### src/clr_consts.vh
// Constants for the channel loss recovery controller.
`ifndef CLR_CONSTS_VH
`define CLR_CONSTS_VH
`define CLR_NCH 8
`define CLR_IDW 3
`define CLR_REG_CTRL 4'h0
`define CLR_REG_STATUS 4'h1
`define CLR_REG_IRQ_STAT 4'h2
`define CLR_REG_IRQ_CLR 4'h3
`define CLR_REG_IRQ_EN 4'h4
`define CLR_REG_FA_LIMIT 4'h5
`define CLR_REG_ERR_LIMIT 4'h6
`define CLR_REG_RATE 4'h7
`define CLR_REG_CHANS 4'h8
`define CLR_CTRL_RECOVER 0
`define CLR_CTRL_RESTORE 1
`define CLR_CTRL_ACTIVE 2
`define CLR_EV_LOST 0
`define CLR_EV_DONE 1
`define CLR_EV_DROP 2
`define CLR_EV_PEER 3
`define CLR_NEV 4
`define CLR_CTRL_RST 3'h1
`define CLR_FA_LIMIT_RST 16'h0FA0
`define CLR_ERR_LIMIT_RST 8'h10
`define CLR_RATE_RST 8'h00
`define CLR_ST_IDLE 3'h0
`define CLR_ST_TEAR 3'h1
`define CLR_ST_IND 3'h2
`define CLR_ST_RESEQ 3'h3
`define CLR_ST_REEQ 3'h4
`endif

### src/clr_fa_timer.v
// Frame alignment loss timer for one channel.
`timescale 1ns/1ns
`include "clr_consts.vh"
module clr_fa_timer (
   input wire clock,
   input wire arst_n,
   input wire alignLost,
   input wire [15:0] limit,
   output reg expire_ff,
   output reg restart_ff,
   output reg alarmOk_ff
);
   reg [15:0] cnt_ff;
   reg lostDly_ff;
   reg expired_ff;

   always @(posedge clock or negedge arst_n) begin
      if (!arst_n) begin
         cnt_ff <= 16'h0000;
         lostDly_ff <= 1'b0;
         expired_ff <= 1'b0;
         expire_ff <= 1'b0;
         restart_ff <= 1'b0;
         alarmOk_ff <= 1'b1;
      end else begin
         lostDly_ff <= alignLost;
         restart_ff <= alignLost & ~lostDly_ff; // [RQ13]
         alarmOk_ff <= ~alignLost; // [RQ13]
         expire_ff <= 1'b0;
         if (!alignLost) begin
            cnt_ff <= 16'h0000;
            expired_ff <= 1'b0;
         end else if (!expired_ff) begin
            if (cnt_ff >= limit) begin
               expire_ff <= 1'b1; // [RQ1]
               expired_ff <= 1'b1;
            end else begin
               cnt_ff <= cnt_ff + 16'h0001;
            end
         end
      end
   end
endmodule

### src/clr_top.v
// Channel loss recovery controller with Avalon-MM register slave.
// Operation
// (RQ1) Alignment loss timer expiry on a channel drops it and starts recovery.
// (RQ2) Unnegotiated network disconnect of master: finish teardown, then recover.
// (RQ3) Excessive CRC or far end errors on master drop it and recover.
// (RQ4) First step: if equalization lost, send indicator 0 on remaining channels.
// (RQ5) Reassign channel identifiers keeping the survivors' relative order.
// (RQ6) Re-equalize delays after resequencing, before aligned data resumes.
// (RQ7) Reported rate and sub-rate multipliers describe the new call state.
// (RQ8) Step rate multiplier down one and force sub-rate multiplier to zero.
// (RQ9) May request bandwidth restoration through add-channel right away.
// (RQ10) Without recovery enabled, a channel loss drops the whole call.
// (RQ11) Local equalization loss in active call: indicator 0, then re-equalize.
// (RQ12) Indicator 0 received on all channels flags peer equalization loss.
// (RQ13) Alignment loss restarts sync search and sends alarm bit 0 meanwhile.
// (RQ14) Indicator update, resequencing, re-equalization run strictly in turn.
//
// Chosen here: the register offsets and register access over Avalon-MM.
`timescale 1ns/1ns
`include "clr_consts.vh"
module clr_top (
   input wire clock,
   input wire arst_n,
   input wire [3:0] avs_address,
   input wire avs_read,
   input wire avs_write,
   input wire [31:0] avs_writedata,
   output reg [31:0] avs_readdata,
   output reg avs_waitrequest,
   input wire [`CLR_NCH-1:0] alignLost,
   input wire [`CLR_NCH-1:0] netDisc,
   input wire discNegotiated,
   input wire masterCrcErr,
   input wire masterFarEndErr,
   input wire eqLostDetect,
   input wire eqDone,
   input wire [`CLR_NCH-1:0] rxEqOk,
   output reg [`CLR_NCH-1:0] chanDrop_ff,
   output reg [`CLR_NCH-1:0] txEqOk_ff,
   output wire [`CLR_NCH-1:0] txAlarmOk,
   output wire [`CLR_NCH-1:0] syncRestart,
   output reg [`CLR_NCH*`CLR_IDW-1:0] chanIds_ff,
   output reg [7:0] rateMult_ff,
   output reg [7:0] subRateMult_ff,
   output reg reEqStart_ff,
   output reg callDrop_ff,
   output reg addChanReq_ff,
   output reg peerEqLost_ff,
   output reg recovering_ff,
   output reg irq_ff
);
   localparam NCH = `CLR_NCH;
   localparam IDW = `CLR_IDW;

   reg [2:0] ctrl_ff;
   reg [15:0] faLimit_ff;
   reg [7:0] errLimit_ff;
   reg [7:0] errCnt_ff;
   reg [NCH-1:0] active_ff;
   reg [NCH-1:0] pendLost_ff;
   reg [NCH-1:0] lostSel_ff;
   reg [2:0] state_ff;
   reg eqLostFlag_ff;
   reg [`CLR_NEV-1:0] irqStat_ff;
   reg [`CLR_NEV-1:0] irqEn_ff;
   reg [31:0] rdMux;
   reg [NCH-1:0] masterMask;
   reg [NCH-1:0] newLost;
   reg [`CLR_NEV-1:0] ev;
   reg peerNow;
   reg found;
   integer k;
   wire [NCH-1:0] faExpire;
   wire [NCH*IDW-1:0] seqIds;
   wire acc = (avs_read | avs_write) & ~avs_waitrequest;
   wire wrAcc = avs_write & ~avs_waitrequest;
   wire errHit = (masterCrcErr | masterFarEndErr) &&
                 (errCnt_ff + 8'h01 >= errLimit_ff);
   wire callActive = ctrl_ff[`CLR_CTRL_ACTIVE];

   // The relative order of survivors is kept by counting active peers below.
   genvar g;
   generate
      for (g = 0; g < NCH; g = g + 1) begin : gch
         // The timer sees the raw pin, so a dropped channel keeps its alarm.
         // Limitation: a channel enabled while its timer is spent waits for
         // alignment to return before it can expire again.
         clr_fa_timer u_fa (
            .clock(clock),
            .arst_n(arst_n),
            .alignLost(alignLost[g]),
            .limit(faLimit_ff),
            .expire_ff(faExpire[g]),
            .restart_ff(syncRestart[g]),
            .alarmOk_ff(txAlarmOk[g])
         );
         if (g == 0) begin : gz
            assign seqIds[IDW-1:0] = {IDW{1'b0}};
         end else begin : gn
            assign seqIds[g*IDW +: IDW] = seqIds[(g-1)*IDW +: IDW] +
               {{(IDW-1){1'b0}}, active_ff[g-1]}; // [RQ5]
         end
      end
   endgenerate

   always @* begin
      masterMask = {NCH{1'b0}};
      found = 1'b0;
      for (k = 0; k < NCH; k = k + 1) begin
         if (active_ff[k] && !found) begin
            masterMask[k] = 1'b1;
            found = 1'b1;
         end
      end
      newLost = faExpire & active_ff; // [RQ1]
      if (netDisc != {NCH{1'b0}} && !discNegotiated) begin
         newLost = newLost | (netDisc & masterMask); // [RQ2]
      end
      if (errHit) begin
         newLost = newLost | masterMask; // [RQ3]
      end
      peerNow = callActive && (active_ff != {NCH{1'b0}}) &&
                ((rxEqOk & active_ff) == {NCH{1'b0}}); // [RQ12]
      ev = {`CLR_NEV{1'b0}};
      ev[`CLR_EV_LOST] = state_ff == `CLR_ST_TEAR;
      ev[`CLR_EV_DONE] = (state_ff == `CLR_ST_REEQ) && eqDone;
      ev[`CLR_EV_DROP] = callDrop_ff;
      ev[`CLR_EV_PEER] = peerNow & ~peerEqLost_ff;
   end

   always @* begin
      rdMux = 32'h0000_0000;
      case (avs_address)
         `CLR_REG_CTRL: rdMux[2:0] = ctrl_ff;
         `CLR_REG_STATUS: rdMux = {8'h00, subRateMult_ff, rateMult_ff,
            2'b00, eqLostFlag_ff, peerEqLost_ff, recovering_ff, state_ff};
         `CLR_REG_IRQ_STAT: rdMux[`CLR_NEV-1:0] = irqStat_ff;
         `CLR_REG_IRQ_EN: rdMux[`CLR_NEV-1:0] = irqEn_ff;
         `CLR_REG_FA_LIMIT: rdMux[15:0] = faLimit_ff;
         `CLR_REG_ERR_LIMIT: rdMux = {16'h0000, errCnt_ff, errLimit_ff};
         `CLR_REG_RATE: rdMux[15:0] = {subRateMult_ff, rateMult_ff}; // [RQ7]
         `CLR_REG_CHANS: rdMux = {chanIds_ff, active_ff};
         default: rdMux = 32'h0000_0000;
      endcase
   end

   // Every access takes exactly one wait cycle, so read data is registered.
   always @(posedge clock or negedge arst_n) begin
      if (!arst_n) begin
         avs_waitrequest <= 1'b1;
         avs_readdata <= 32'h0000_0000;
      end else if (acc) begin
         avs_waitrequest <= 1'b1;
      end else if (avs_read | avs_write) begin
         avs_waitrequest <= 1'b0;
         avs_readdata <= avs_read ? rdMux : 32'h0000_0000;
      end
   end

   always @(posedge clock or negedge arst_n) begin
      if (!arst_n) begin
         ctrl_ff <= `CLR_CTRL_RST;
         faLimit_ff <= `CLR_FA_LIMIT_RST;
         errLimit_ff <= `CLR_ERR_LIMIT_RST;
         irqEn_ff <= {`CLR_NEV{1'b0}};
         irqStat_ff <= {`CLR_NEV{1'b0}};
         irq_ff <= 1'b0;
      end else begin
         if (wrAcc && avs_address == `CLR_REG_CTRL) begin
            ctrl_ff <= avs_writedata[2:0];
         end else if (callDrop_ff) begin
            ctrl_ff[`CLR_CTRL_ACTIVE] <= 1'b0;
         end
         if (wrAcc && avs_address == `CLR_REG_FA_LIMIT) begin
            faLimit_ff <= avs_writedata[15:0];
         end
         if (wrAcc && avs_address == `CLR_REG_ERR_LIMIT) begin
            errLimit_ff <= avs_writedata[7:0];
         end
         if (wrAcc && avs_address == `CLR_REG_IRQ_EN) begin
            irqEn_ff <= avs_writedata[`CLR_NEV-1:0];
         end
         // A new event wins over a clear written in the same cycle.
         if (wrAcc && avs_address == `CLR_REG_IRQ_CLR) begin
            irqStat_ff <= (irqStat_ff & ~avs_writedata[`CLR_NEV-1:0]) | ev;
         end else begin
            irqStat_ff <= irqStat_ff | ev;
         end
         irq_ff <= |(irqStat_ff & irqEn_ff);
      end
   end

   always @(posedge clock or negedge arst_n) begin
      if (!arst_n) begin
         state_ff <= `CLR_ST_IDLE;
         active_ff <= {NCH{1'b0}};
         pendLost_ff <= {NCH{1'b0}};
         lostSel_ff <= {NCH{1'b0}};
         chanDrop_ff <= {NCH{1'b0}};
         txEqOk_ff <= {NCH{1'b0}};
         chanIds_ff <= {(NCH*IDW){1'b0}};
         rateMult_ff <= `CLR_RATE_RST;
         subRateMult_ff <= `CLR_RATE_RST;
         errCnt_ff <= 8'h00;
         eqLostFlag_ff <= 1'b0;
         reEqStart_ff <= 1'b0;
         callDrop_ff <= 1'b0;
         addChanReq_ff <= 1'b0;
         peerEqLost_ff <= 1'b0;
         recovering_ff <= 1'b0;
      end else begin
         chanDrop_ff <= {NCH{1'b0}};
         reEqStart_ff <= 1'b0;
         callDrop_ff <= 1'b0;
         addChanReq_ff <= 1'b0;
         peerEqLost_ff <= peerNow; // [RQ12]
         recovering_ff <= state_ff != `CLR_ST_IDLE;
         if (eqLostDetect && callActive) begin
            eqLostFlag_ff <= 1'b1;
         end
         if (wrAcc && avs_address == `CLR_REG_ERR_LIMIT) begin
            errCnt_ff <= 8'h00;
         end else if (errHit) begin
            errCnt_ff <= 8'h00;
         end else if (masterCrcErr | masterFarEndErr) begin
            errCnt_ff <= errCnt_ff + 8'h01;
         end
         if (state_ff == `CLR_ST_IDLE && wrAcc &&
             avs_address == `CLR_REG_RATE) begin
            rateMult_ff <= avs_writedata[7:0];
            subRateMult_ff <= avs_writedata[15:8];
         end
         pendLost_ff <= pendLost_ff | newLost;
         case (state_ff)
            `CLR_ST_IDLE: begin
               if (wrAcc && avs_address == `CLR_REG_CHANS) begin
                  active_ff <= avs_writedata[NCH-1:0];
                  txEqOk_ff <= avs_writedata[NCH-1:0];
                  pendLost_ff <= {NCH{1'b0}};
                  state_ff <= `CLR_ST_RESEQ;
               end else if (callActive &&
                            (pendLost_ff | newLost) != {NCH{1'b0}}) begin
                  lostSel_ff <= pendLost_ff | newLost;
                  pendLost_ff <= {NCH{1'b0}};
                  state_ff <= `CLR_ST_TEAR;
               end else if (callActive && eqLostDetect) begin
                  txEqOk_ff <= {NCH{1'b0}}; // [RQ11]
                  reEqStart_ff <= 1'b1; // [RQ11]
                  state_ff <= `CLR_ST_REEQ;
               end
            end
            `CLR_ST_TEAR: begin
               // Teardown of the lost channels completes before recovery.
               chanDrop_ff <= lostSel_ff; // [RQ1] [RQ2] [RQ3]
               active_ff <= active_ff & ~lostSel_ff;
               txEqOk_ff <= txEqOk_ff & ~lostSel_ff;
               if (!ctrl_ff[`CLR_CTRL_RECOVER] ||
                   (active_ff & ~lostSel_ff) == {NCH{1'b0}}) begin
                  chanDrop_ff <= active_ff | lostSel_ff; // [RQ10]
                  active_ff <= {NCH{1'b0}};
                  txEqOk_ff <= {NCH{1'b0}};
                  callDrop_ff <= 1'b1; // [RQ10]
                  state_ff <= `CLR_ST_IDLE;
               end else begin
                  state_ff <= `CLR_ST_IND; // [RQ2]
               end
            end
            `CLR_ST_IND: begin
               if (eqLostFlag_ff) begin
                  txEqOk_ff <= {NCH{1'b0}}; // [RQ4]
               end
               state_ff <= `CLR_ST_RESEQ; // [RQ14]
            end
            `CLR_ST_RESEQ: begin
               chanIds_ff <= seqIds; // [RQ5]
               if (lostSel_ff != {NCH{1'b0}}) begin
                  if (rateMult_ff != 8'h00) begin
                     rateMult_ff <= rateMult_ff - 8'h01; // [RQ8] [RQ7]
                  end
                  subRateMult_ff <= 8'h00; // [RQ8]
                  reEqStart_ff <= 1'b1; // [RQ6] [RQ14]
                  state_ff <= `CLR_ST_REEQ;
               end else begin
                  state_ff <= `CLR_ST_IDLE;
               end
            end
            `CLR_ST_REEQ: begin
               // Data stays unaligned until the equalizer reports done.
               if (eqDone) begin
                  txEqOk_ff <= active_ff; // [RQ6]
                  // A loss reported in this same cycle keeps the flag set.
                  eqLostFlag_ff <= eqLostDetect && callActive;
                  addChanReq_ff <= ctrl_ff[`CLR_CTRL_RESTORE] &
                                   (lostSel_ff != {NCH{1'b0}}); // [RQ9]
                  lostSel_ff <= {NCH{1'b0}};
                  state_ff <= `CLR_ST_IDLE;
               end
            end
            default: state_ff <= `CLR_ST_IDLE;
         endcase
      end
   end
endmodule

### config.mk
export PLATFORM = sky130hd
export DESIGN_NAME = clr_top
export DESIGN_NICKNAME = d
export VERILOG_FILES = /design/src/clr_fa_timer.v /design/src/clr_top.v
export VERILOG_INCLUDE_DIRS = /design/src /design/src/src
export SDC_FILE = /design/constraint.sdc
export NUM_CORES = 1
export LEC_CHECK = 0
export BUFFER_PORTS_ARGS = -buffer_cell sky130_fd_sc_hd__buf_2
export CAP_MARGIN = 10
export CORE_ASPECT_RATIO = 1.1
export CORE_MARGIN = 1
export CORE_UTILIZATION = 45
export CTS_BUF_LIST = sky130_fd_sc_hd__clkbuf_2
export DETAILED_ROUTE_END_ITERATION = 10
export MAX_ROUTING_LAYER = met4
export PLACE_DENSITY = 0.66
export SETUP_SLACK_MARGIN = 0.3
export SLEW_MARGIN = 20
export SYNTH_ARGS = -nofsm -noshare
export SYNTH_HDL_FRONTEND = slang
export SYNTH_HIERARCHICAL = 1
export SYNTH_SLANG_ARGS = --single-unit
### constraint.sdc
create_clock -name clock -period 4.9 [get_ports clock]
set_clock_uncertainty 0.2 [all_clocks]
set_input_delay 0.98 -clock clock [delete_from_list [all_inputs] [get_ports clock]]
set_output_delay 0.98 -clock clock [all_outputs]
set_load 0.02 [all_outputs]
==> out/results.tsv, run 1 <==
stage	metric	value	unit
run_status	status	finished, final reports clean	
power	clockPowerShare	22.7	%
setup_path	r2r_end	chanIds_ff[22]$_DFFE_PN0P_	
route	avgRoutedWirePerCell	19.72	um
logic_synthesis	synth_most_common_cell	dfrtp_1	
route	ant_nets	0	
floorplanning	core	43540	sq um
setup_path	crit_fanout	9	
placed_design	dpl.hpwl	40530	um
power	power.leakage	0.01069	uW
timing	finalSetupViolations	0	
timing	fin_crit	3.602	ns
logic_synthesis	synth_cells	2055	
timing	fin_setup_tns	0	ns
global_routing	first_global_vias	16780	
clock_network	postCtsHoldBufs	25	
cells_and_area	area_growth	12.20	%
setup_path	path_class	flip-flop to flip-flop	
floorplanning	fp-row-count	80	
clock_network	post-cts-setup-buffer-count	0	
power	peakVddDrop	0.1554	mV
global_routing	met3_usage	3.944	%
logic_synthesis	synth_edf_count	0	
placed_design	dp.cells	2714	
logic_synthesis	synth_area_per_cell	9.723	sq um
timing	rsz0062_at_grt	no	
route	drcViolationCount	0	
min_path	hp-class	input port to flip-flop	
power	p_sw_share	43.09	%
flow_run	maxCapViolations	0	
setup_path	r2r-start	active_ff[1]$_DFFE_PN0P_	
logic_synthesis	synth.cell_area	19980	sq um
global_routing	met2_usage	41.46	%
route	via_count	17420	
setup_path	arrival	4.37	ns
logic_synthesis	synth_top_family_by_area	compound AO/OA/AOI/OAI gates	
clock_network	clk_latency	1.09	ns
power	finalPower	9461	uW
route	wl	57380	um
setup_path	cp-start-kind	flip-flop	
min_path	whs_path_depth	2	
logic_synthesis	synth_area_leaders	dfrtp_1 (39%), ha_1 (10%), nand2_1 (3.8%), inv_1 (3.6%), a21oi_1 (3.4%)	
clock_network	clock_path_buffers	3	
timing	relSlewSlack	23.28	%
global_routing	met1_usage	33.62	%
cells_and_area	layout.nets	2488	
logic_synthesis	synth_compound_area_share	19.34	%
power	combPwrFrac	34.4	%
power	switchingPower	4077	uW
logic_synthesis	muxShareOfSynthArea	3.995	%
floorplanning	die_x	202.9	um
placed_design	port_buffers	157	
logic_synthesis	synth_seq_cells	328	
clock_network	cts_resized	0	
floorplanning	dieArea	45250	sq um
clock_network	cts_sinks	328	
logic_synthesis	synth_adder_area_share	10.22	%
cells_and_area	num-fill-cells	4073	
min_path	hold_start	avs_writedata[6]	
logic_synthesis	ys_top_cells_by_count	dfrtp_1 (311), nand2_1 (201), inv_1 (194)	
clock_network	cts_made_buffers	90	
route	drt-vias-per-instance	5.988	
power	p_per_area	422.0	nW/um^2
logic_synthesis	synth-simple-area-share	19.02	%
cells_and_area	fin_cells	2909	
global_routing	busiest_layer	met2	
min_path	min_to	active_ff[6]$_DFFE_PN0P_	
floorplanning	start_util	45.89	%
timing	fmax	277.7	MHz
global_routing	grt_remaining_overflow	0	
setup_path	cp.required	5.67	ns
global_routing	antenna_found_initial	2	
logic_synthesis	yosysTopAreaCell	dfrtp_1	
logic_synthesis	synthArstFlopShare	100.0	%
floorplanning	ios	180	
logic_synthesis	synth_cell_types	85	
timing	worst_slew_pin_slew	1.151	ns
logic_synthesis	synth_xor_area_share	0.5260	%
cells_and_area	drive_gt1_share	21.82	%
setup_path	crit_path_end_kind	flip-flop	
logic_synthesis	ys_seq_area_share	41.18	%
logic_synthesis	synth_warnings	6	
route	drt-initial-drc-count	1114	
timing	final_max_slew_viol_count	0	
timing	finalCritPeriodShare	73.50	%
global_routing	grt_pass1_wl	91120	um
placed_design	place_congestion	0.9392	
power	intPower	5384	uW
floorplanning	chipHeight	223.0	um
clock_network	clk_pin_slew	0.10	ns
route	drtPass1Iterations	8	
setup_path	reg2reg_depth	9	
logic_synthesis	synth_top_area_share	38.95	%
clock_network	clock-root-buffer	clkbuf_2	
timing	finalHoldViolCount	0	
clock_network	cts_tree	done	
global_routing	grtUsageTotal	26.17	%
setup_path	r2r_slack	1.30	ns
global_routing	grt_max_degree	111	
clock_network	htree_num_levels	3	
logic_synthesis	ys.flop_type	dfrtp_1	
power	pwr-share-seq	43.0	%
-- worst max path at each step --
stage / end / cells past startpoint / slack [ns] / startpoint
after floorplan: chanIds_ff[22]$_DFFE_PN0P_ / 10 / 1.51 / active_ff[0]$_DFFE_PN0P_
after global placement: chanIds_ff[22]$_DFFE_PN0P_ / 9 / 1.32 / active_ff[1]$_DFFE_PN0P_
after detailed placement: txEqOk_ff[3]$_DFFE_PN0P_ / 7 / 1.27 / avs_address[1]
after CTS: chanIds_ff[22]$_DFFE_PN0P_ / 9 / 1.33 / active_ff[1]$_DFFE_PN0P_
after global routing: chanIds_ff[22]$_DFFE_PN0P_ / 9 / 1.18 / active_ff[1]$_DFFE_PN0P_
final: chanIds_ff[22]$_DFFE_PN0P_ / 9 / 1.30 / active_ff[1]$_DFFE_PN0P_
-- flip-flops by register name, indices dropped and copies added, names as in the netlist, 16 cells and up --
signal	flops
gch.u_fa/cnt_ff	128
avs_readdata	32
chanIds_ff	18
faLimit_ff	16
-- cell families (layout without fill, tap and decap cells) --
kind of cell,Yosys count,in the layout
and+or+nand+nor,669,669
AOI/OAI and AO/OA,522,522
xor gates and xnor gates,12,12
muxes,74,74
buffers and inverters,287,560
adders and majority gates,162,162
other,1,8
DFF,328,328
-- through the flow --
| stage | hold WS, ns | utilization [%] | setup WS [ns] | cell area, sq um |
|---|---|---|---|---|
| 2_1_floorplan | 0.1730 | - | 1.511 | 20000 |
| 3_3_place_gp | 0.1747 | 48.81 | 1.319 | 21250 |
| 3_5_place_dp | 0.1761 | 48.81 | 1.272 | 21250 |
| 4_1_cts | 0.001473 | 51.46 | 1.328 | 22410 |
| 5_1_grt | 0.05012 | 51.49 | 1.177 | 22420 |
| 6_report | 0.08605 | 51.49 | 1.298 | 22420 |
-- power by group through the flow --
| stage | clock, uW | sequential [uW] | combinational [uW] |
|---|---|---|---|
| after floorplan | 0 | 3750 | 2260 |
| after global placement | 0 | 4080 | 3080 |
| after detailed placement | 0 | 4090 | 3210 |
| after CTS | 2220 | 4040 | 3250 |
| after global routing | 2370 | 4100 | 3650 |
| final | 2140 | 4060 | 3250 |
-- critical path, cell delays in order, from the launching register on --
cell and delay, ns:
dfrtp_1 0.62, inv_1 0.21, fa_1 0.56, inv_1 0.05, ha_1 0.18, fa_1 0.48
ha_1 0.33, ha_1 0.31, ha_1 0.29, mux2_2 0.25
-- layout by cell type (no fill, tap or decap), types with 35 or more instances in the layout --
cell type	count
dfrtp_1	311
nand4_1	46
o21ai_0	68
a21oi_1	134
clkbuf_2	145
nor2_1	96
a22o_1	35
or4_1	64
nand2_1	201
nand2b_1	37
o31ai_1	64
mux2_2	46
buf_2	156
ha_1	160
inv_1	194
-- layout make-up --
type / count / area (sq um) / share of cell area, %
diodes: 2 / 5.005 / 0.02232
clock buffers: 145 / 725.7 / 3.237
clock inverters: 23 / 178.9 / 0.7981
inverters: 196 / 735.7 / 3.282
multi-input cells: 1445 / 10650 / 47.51
flip-flops and latches: 328 / 8229 / 36.71
well taps: 574 / 718.2 / 3.203
repair buffers: 196 / 1176 / 5.246
-- per-layer routing --
layer | share of wire (%) | up-vias
met2 | 47 | 585
li1 | - | 8061
met4 | 2.9 | 0
met5 | 0 | -
met3 | 6.0 | 129
met1 | 44 | 8643
Note: power is estimated with default switching activity, not from simulation.
==> run 2, diff against run 1 <==
==> constraint.sdc (replaced) <==
create_clock -name clock -period 3.7 [get_ports clock]
set_clock_uncertainty 0.2 [all_clocks]
set_input_delay 0.74 -clock clock [delete_from_list [all_inputs] [get_ports clock]]
set_output_delay 0.74 -clock clock [all_outputs]
set_load 0.02 [all_outputs]
==> run 2 against run 1 <==
Compared with the run above:
- critical path type unchanged
- worst hold slack better by 0.023 ns
- critical endpoint is now pendLost_ff[1]$_DFF_PN0_
- sequential share of layout area is 0.83 points lower
- cell count increased by 1.6%
- critical path depth grew 2
- maximum frequency up 8.1%
- utilization up 1.3 points
- combinational power grew 41%
- die area stayed put
==> out/results.tsv, run 2 (synthesis results as in run 1) <==
stage	metric	value	unit	change
power	peakVddDrop	0.2162	mV	+39%
floorplanning	die_x	202.9	um	unchanged
setup_path	arrival	4.03	ns	-0.34 ns
floorplanning	core	43540	sq um	unchanged
setup_path	cp.required	4.40	ns	-1.27 ns
setup_path	slowest_stage	or4_1		
setup_path	cp-start-kind	flip-flop		
cells_and_area	layout.nets	2539		+2.0%
route	via_count	17540		+0.71%
global_routing	first_global_vias	17280		+3.0%
route	wl	58520	um	+2.0%
floorplanning	chipHeight	223.0	um	unchanged
route	drt-initial-drc-count	1396		+25%
setup_path	crit_path_end_kind	flip-flop		
timing	rsz0062_at_grt	yes		
cells_and_area	area_growth	15.02	%	
route	drt-vias-per-instance	5.934		-0.90%
setup_path	path_class	flip-flop to flip-flop		
route	ant_nets	0		unchanged
clock_network	htree_num_levels	3		unchanged
route	drcViolationCount	0		unchanged
global_routing	grtUsageTotal	26.93	%	+0.76 points
route	avgRoutedWirePerCell	19.80	um	+0.36%
route	routed-wl-met2	27490	um	+1.2%
cells_and_area	final_util	52.78	%	+1.3 points
clock_network	clk_latency	1.08	ns	about the same
timing	finalHoldViolCount	0		unchanged
clock_network	clock_path_buffers	3		unchanged
timing	fin_setup_tns	0	ns	unchanged
floorplanning	fp-row-count	80		unchanged
timing	fin_crit	3.331	ns	-0.2708 ns
timing	worst_slew_pin_slew	1.049	ns	-0.1019 ns
flow_run	maxCapViolations	0		unchanged
placed_design	port_buffers	157		unchanged
min_path	hp-class	input port to async pin		
floorplanning	ios	180		unchanged
timing	fmax	300.2	MHz	+8.1%
cells_and_area	layout_common_cells	dfrtp_1 (304), nand2_1 (201), inv_1 (194), ha_1 (160), buf_2 (156)		
cells_and_area	largest_reg_flops	128		unchanged
floorplanning	start_util	45.89	%	unchanged
setup_path	max_stage_delay	0.53	ns	-0.09 ns
route	routed.top_layer	met4		
run_status	status	finished, final reports clean		
timing	finalSetupViolations	0		unchanged
global_routing	grt_pass1_wl	93560	um	+2.7%
setup_path	cp_common_cell	buf_4		
cells_and_area	drive_gt1_share	23.03	%	+1.2 points
global_routing	grt_remaining_overflow	0		unchanged
floorplanning	dieArea	45250	sq um	unchanged
setup_path	r2r_slack	0.37	ns	-0.93 ns
power	power.leakage	0.01093	uW	+2.3%
timing	relSlewSlack	29.81	%	+6.5 points
clock_network	clock-root-buffer	clkbuf_2		
route	drtPass1Iterations	6		-2
global_routing	grt_max_degree	109		-1.8%
cells_and_area	top_register	gch.u_fa/cnt_ff		
clock_network	cts_sinks	328		unchanged
clock_network	clk_pin_slew	0.12	ns	+0.02 ns
route	wl_met3	4024	um	+17%
timing	finalCritPeriodShare	90.02	%	+17 points
timing	final_max_slew_viol_count	0		unchanged
global_routing	antenna_found_initial	1		-1
route	wl_met1	25220	um	+0.48%
cells_and_area	layout_commonest_cell	dfrtp_1		
placed_design	place_congestion	0.9370		-0.23%
setup_path	crit_fanout	7		-2
placed_design	dpl.hpwl	40920	um	+0.95%
power	p_per_area	553.9	nW/um^2	+31%
clock_network	cts_made_buffers	89		-1.1%
setup_path	path_cells	inv_1 > buf_4 > ha_1 > nor3b_4 > nand2_1 > or4_1 > a22oi_2 > o41ai_4 > buf_4 > a21oi_4 > nor2_1		
clock_network	cts_tree	done		
cells_and_area	largestRegisters	gch.u_fa/cnt_ff (128), avs_readdata (32), chanIds_ff (18)		
run 2: changes by cell type in the layout (fill, tap and decap cells not counted), moves of 6 or more:
cell	previous run	this run
nand3_4	0	6
dfrtp_2	0	7
nand3_2	8	2
buf_4	12	39
dlygate4sd3_1	25	47
dfrtp_1	311	304
run 2: area by class of cell:
type                    instances  area, sq um
inverters                     196        735.7
multi-input cells            1446        10760
clock buffers                 143        715.7
clock inverters                20        162.7
repair buffers                247         1639
diodes                          2        5.005
flip-flops and latches        328         8245
well taps                     574        718.2
fillers                      3983        20560
run 2: worst paths after layout:
check | start | end | cells past startpoint
setup / recovery | active_ff[0]$_DFFE_PN0P_ | pendLost_ff[1]$_DFF_PN0_ | 11
hold / removal | arst_n | chanDrop_ff[1]$_DFF_PN0_ | 2
setup reg to reg | active_ff[0]$_DFFE_PN0P_ | pendLost_ff[1]$_DFF_PN0_ | 11
hold reg to reg | gch[7].u_fa/lostDly_ff$_DFF_PN0_ | gch[7].u_fa/restart_ff$_DFF_PN0_ | 1
max in group asynchronous | arst_n | gch[5].u_fa/alarmOk_ff$_DFF_PN1_ | 3
min in group clock | avs_address[3] | avs_readdata[2]$_DFFE_PN0P_ | 4
run 2: power by group:
part	internal (uW)	total, uW	switching, uW
logic	1860	4570	2710
registers	4170	5340	1160
clock network	1220	2830	1610
total	7250	12700	5480
run 2: what timing repair did:
action                                  4_1_cts  5_1_grt
resized for setup                             7       19
buffers inserted                              1        8
endpoints found under the hold margin       279        0
endpoints found under the setup margin       23       99
cloned                                        1        0
pin swaps                                     1        9
hold buffers                                 47        0
run 2: worst max-delay path, delay by kind of cell, from the launching register on:
kind / cells / cell delay, ns
adders and majority gates: 1 / 0.28
buffers and inverters: 3 / 0.45
DFF: 1 / 0.40
AOI/OAI and AO/OA: 3 / 0.81
and+or+nand+nor: 4 / 1.01
run 2: per-layer routing:
metal	up-vias	track usage, %
li1	8162	-
met1	8604	34.64
met2	652	42.18
met3	123	4.221
met4	0	11.33
met5	-	-
run 2: per-stage QoR:
stage	std cells	worst slack, ns	total power (uW)	hold slack, ns	instance area [sq um]
5_1_grt	2956	0.2718	13600	0.1346	22980
3_5_place_dp	2734	0.2428	9678	0.1804	21430
4_1_cts	2946	0.3021	12690	0.009278	22820
2_1_floorplan	2060	0.3110	7955	0.1730	20000
6_report	2956	0.3693	12730	0.1090	22980
3_3_place_gp	2734	0.3011	9527	0.1753	21430
==> run 3, diff against run 2 <==
--- a/config.mk
+++ b/config.mk
@@ -6,15 +6,16 @@
 export SDC_FILE = /design/constraint.sdc
 export NUM_CORES = 1
 export LEC_CHECK = 0
+export ABC_AREA = 1
 export BUFFER_PORTS_ARGS = -buffer_cell sky130_fd_sc_hd__buf_2
 export CAP_MARGIN = 10
 export CORE_ASPECT_RATIO = 1.1
 export CORE_MARGIN = 1
-export CORE_UTILIZATION = 45
+export CORE_UTILIZATION = 50
 export CTS_BUF_LIST = sky130_fd_sc_hd__clkbuf_2
 export DETAILED_ROUTE_END_ITERATION = 10
 export MAX_ROUTING_LAYER = met4
-export PLACE_DENSITY = 0.66
+export PLACE_DENSITY = 0.72
 export SETUP_SLACK_MARGIN = 0.3
 export SLEW_MARGIN = 20
 export SYNTH_ARGS = -nofsm -noshare
==> run 3 against run 2 <==
Compared with the run above:
- largest cell class unchanged
- critical path depth increased by 10
- largest power group unchanged
- flip-flop and latch count unchanged
- critical endpoint is now txEqOk_ff[4]$_DFFE_PN0P_
- highest routed layer unchanged
- synthesized cell count increased by 32%
==> out/results.tsv, run 3 <==
stage	metric	value	unit	change
global_routing	grt_max_degree	85		-22%
clock_network	cts_sinks	328		unchanged
clock_network	clock_path_buffers	3		unchanged
setup_path	arrival	4.05	ns	+0.02 ns
route	ant_nets	0		unchanged
timing	worst_slew_pin_slew	1.007	ns	-0.04227 ns
cells_and_area	multiInputGateArea	11210	sq um	+4.2%
cells_and_area	drive_gt1_share	17.22	%	-5.8 points
cells_and_area	final_util	57.93	%	+5.1 points
floorplanning	fp-row-count	78		-2.5%
power	finalPower	12420	uW	-2.4%
logic_synthesis	synth.cell_area	21090	sq um	+5.5%
setup_path	path_delay_family	simple AND/OR/NAND/NOR gates		
route	wl	59750	um	+2.1%
global_routing	met1_usage	35.51	%	+0.87 points
global_routing	met3_usage	4.200	%	-0.022 points
setup_path	max_stage_delay	0.41	ns	-0.12 ns
logic_synthesis	synth_area_per_cell	7.770	sq um	-20%
floorplanning	chipHeight	217.4	um	-2.5%
cells_and_area	top_register	gch.u_fa/cnt_ff		
global_routing	busiest_layer	met2		
timing	rsz0062_at_grt	yes		
timing	finalHoldViolCount	0		unchanged
logic_synthesis	synth_cell_types	50		-41%
power	pwr-share-seq	40.3	%	-1.6 points
logic_synthesis	synth_edf_count	0		unchanged
global_routing	grt_remaining_overflow	0		unchanged
cells_and_area	layout_common_cells	nand2_1 (686), inv_1 (337), dfrtp_1 (309), nand3_1 (265), nor2_1 (242)		
clock_network	cts_made_buffers	89		unchanged
logic_synthesis	synth_cells	2714		+32%
floorplanning	ios	180		unchanged
clock_network	clk_pin_slew	0.11	ns	about the same
logic_synthesis	synth_area_leaders	dfrtp_1 (37%), nand2_1 (12%), ha_1 (9.5%), nand3_1 (6.4%), inv_1 (6.0%)		
route	avgRoutedWirePerCell	16.55	um	-16%
setup_path	path_class	flip-flop to flip-flop		
placed_design	dpl.hpwl	41470	um	+1.3%
floorplanning	core	41380	sq um	-5.0%
power	peakVddDrop	0.2730	mV	+26%
placed_design	place_congestion	0.9641		+2.9%
timing	final_max_slew_viol_count	0		unchanged
cells_and_area	largestRegisters	gch.u_fa/cnt_ff (128), avs_readdata (32), chanIds_ff (18)		
setup_path	path_cells	inv_1 > nor3_4 > nand3_2 > nor2_1 > nand2_1 > xor2_1 > inv_1 > ha_4 > a21oi_1 > o21a_1 > nand2_4 > nand3_1 > nand2_1 > inv_1 > nand2_2 > nor2_4 > nand3_2 > nand2_4 > nand2_8 > nand2_2 > nand2_1		
power	power.leakage	0.01258	uW	+15%
logic_synthesis	synth_most_common_cell	nand2_1		
logic_synthesis	synth_warnings	6		unchanged
flow_run	maxCapViolations	0		unchanged
min_path	hp-class	input port to flip-flop		
power	p_sw_share	43.55	%	+0.51 points
clock_network	clock-root-buffer	clkbuf_2		
setup_path	cp.required	4.39	ns	about the same
setup_path	cp-start-kind	flip-flop		
logic_synthesis	synth_seq_cells	328		unchanged
cells_and_area	num-fill-cells	3783		-5.0%
setup_path	crit_path_end_kind	flip-flop		
cells_and_area	layout_commonest_cell	nand2_1		
global_routing	antenna_found_initial	1		unchanged
route	drcViolationCount	0		unchanged
logic_synthesis	ys.flop_type	dfrtp_1		
power	p_per_area	518.1	nW/um^2	-6.5%
cells_and_area	seqCellArea	8232	sq um	-0.17%
route	drt-initial-drc-count	1670		+20%
power	combPwrFrac	36.3	%	+0.4 points
floorplanning	die_x	197.8	um	-2.5%
global_routing	met2_usage	45.86	%	+3.7 points
power	intPower	7012	uW	-3.3%
logic_synthesis	synth_top_area_share	36.90	%	-2.0 points
clock_network	cts_tree	done		
cells_and_area	largest_reg_flops	128		unchanged
route	drtPass1Iterations	7		+1
run_status	status	finished, final reports clean		
logic_synthesis	synthArstFlopShare	100.0	%	unchanged
timing	finalCritPeriodShare	90.87	%	+0.85 points
route	via_count	19420		+11%
logic_synthesis	ys_seq_area_share	39.02	%	-2.2 points
clock_network	htree_num_levels	3		unchanged
timing	fin_setup_tns	0	ns	unchanged
global_routing	grt_pass1_wl	95830	um	+2.4%
setup_path	crit_fanout	8		+1
setup_path	slowest_stage	dfrtp_1		
power	switchingPower	5409	uW	-1.3%
timing	relSlewSlack	32.76	%	+3.0 points
timing	fmax	297.4	MHz	-0.93%
floorplanning	dieArea	43000	sq um	-5.0%
power	clockPowerShare	23.4	%	+1.2 points
cells_and_area	area_growth	13.68	%	
clock_network	clk_latency	1.07	ns	about the same
setup_path	worst-path-buf-inv	3		unchanged
cells_and_area	layout.nets	3204		+26%
floorplanning	start_util	50.96	%	+5.1 points
global_routing	grtUsageTotal	28.82	%	+1.9 points
timing	whs	0.1659	ns	+0.05690 ns
timing	fin_crit	3.362	ns	+0.03142 ns
global_routing	first_global_vias	18860		+9.2%
logic_synthesis	yosysTopAreaCell	dfrtp_1		
logic_synthesis	ys_top_cells_by_count	nand2_1 (691), inv_1 (339), dfrtp_1 (311)		
route	drt-vias-per-instance	5.380		-9.3%
timing	finalSetupViolations	0		unchanged
placed_design	port_buffers	157		unchanged
run 3: cell count changes in the layout (fill, tap and decap cells not counted), moves of 32 or more:
cell | before | now
nand2b_1 | 37 | 0
xor2_1 | 7 | 89
a22o_1 | 35 | 0
nor3_1 | 6 | 38
nor2_1 | 96 | 242
nand2_1 | 201 | 686
or4_1 | 64 | 0
nand3_1 | 34 | 265
o31ai_1 | 64 | 1
mux2_2 | 46 | 7
a21oi_1 | 133 | 76
inv_1 | 194 | 337
run 3: area by class of cell:
class / instances / share of cell area (%)
multi-input cells: 1956 / 46.78
clock buffers: 138 / 2.881
clock inverters: 29 / 0.9395
inverters: 364 / 5.699
diodes: 1 / 0.01044
repair buffers: 234 / 6.430
flip-flops and latches: 328 / 34.34
well taps: 560 / 2.923
run 3: what timing repair did:
item,4_1_cts,5_1_grt
setup buffers,2,6
endpoints found under the hold margin,535,0
setup endpoints to repair,12,27
hold buffers,52,0
gates resized for setup,1,24
pin swaps,3,13
cloned,0,0
run 3: per-stage QoR:
stage / cell area [sq um] / worst slack, ns / std cells
4_1_cts: 23810 / 0.3186 / 3603
6_report: 23970 / 0.3379 / 3610
5_1_grt: 23970 / 0.1262 / 3610
3_3_place_gp: 22360 / 0.3027 / 3382
3_5_place_dp: 22360 / 0.2048 / 3382
2_1_floorplan: 21110 / 0.5807 / 2719
run 3: worst reg2reg max path: stages, from the launching register on:
cell	delay (ns)
dfrtp_1	0.41
inv_1	0.10
nor3_4	0.23
nand3_2	0.13
nor2_1	0.14
nand2_1	0.08
xor2_1	0.18
inv_1	0.10
ha_4	0.22
a21oi_1	0.12
o21a_1	0.19
nand2_4	0.11
nand3_1	0.10
nand2_1	0.06
inv_1	0.11
nand2_2	0.08
nor2_4	0.13
nand3_2	0.11
nand2_4	0.15
nand2_8	0.10
nand2_2	0.12
nand2_1	0.05
run 3: metal layers:
layer  routed length [um]  vias up
li1                     -     9347
met1                24690     9188
met2                28180      703
met3                 4146      184
met4                 2730        0
met5                    0        -
run 3: worst paths after layout:
kind	slack [ns]	cells after the start	endpoint	startpoint
worst max-delay path	0.34	21	txEqOk_ff[4]$_DFFE_PN0P_	errCnt_ff[1]$_DFFE_PN0P_
worst min-delay path	0.17	5	avs_readdata[22]$_DFFE_PN0P_	avs_address[2]
worst max register to register	0.34	21	txEqOk_ff[4]$_DFFE_PN0P_	errCnt_ff[1]$_DFFE_PN0P_
worst min register to register	0.19	1	gch[3].u_fa/restart_ff$_DFF_PN0_	gch[3].u_fa/lostDly_ff$_DFF_PN0_
max in group asynchronous	1.18	4	avs_readdata[30]$_DFFE_PN0P_	arst_n
min in group asynchronous	0.59	3	state_ff[1]$_DFFE_PN0P_	arst_n
run 3: cell families after synthesis:
kind of cell             count (synthesis)  synth area share [%]
buffers and inverters                  435                 8.431
multiplexers                             7                0.3738
other                                    1               0.01778
adder cells (fa/ha/maj)                162                 9.683
XOR/XNOR                               101                 4.195
AO/OA/AOI/OAI                          280                 7.944
flip-flops                             328                 39.02
AND/OR/NAND/NOR                       1400                 30.34
run 3: power groups by stage:
stage	Clock, uW	Sequential [uW]	Combinational [uW]
after global placement	0	5040	4120
after CTS	2980	4980	4360
after floorplan	0	4980	2770
final	2910	5010	4510
after global routing	3170	5050	5090
after detailed placement	0	5060	4260
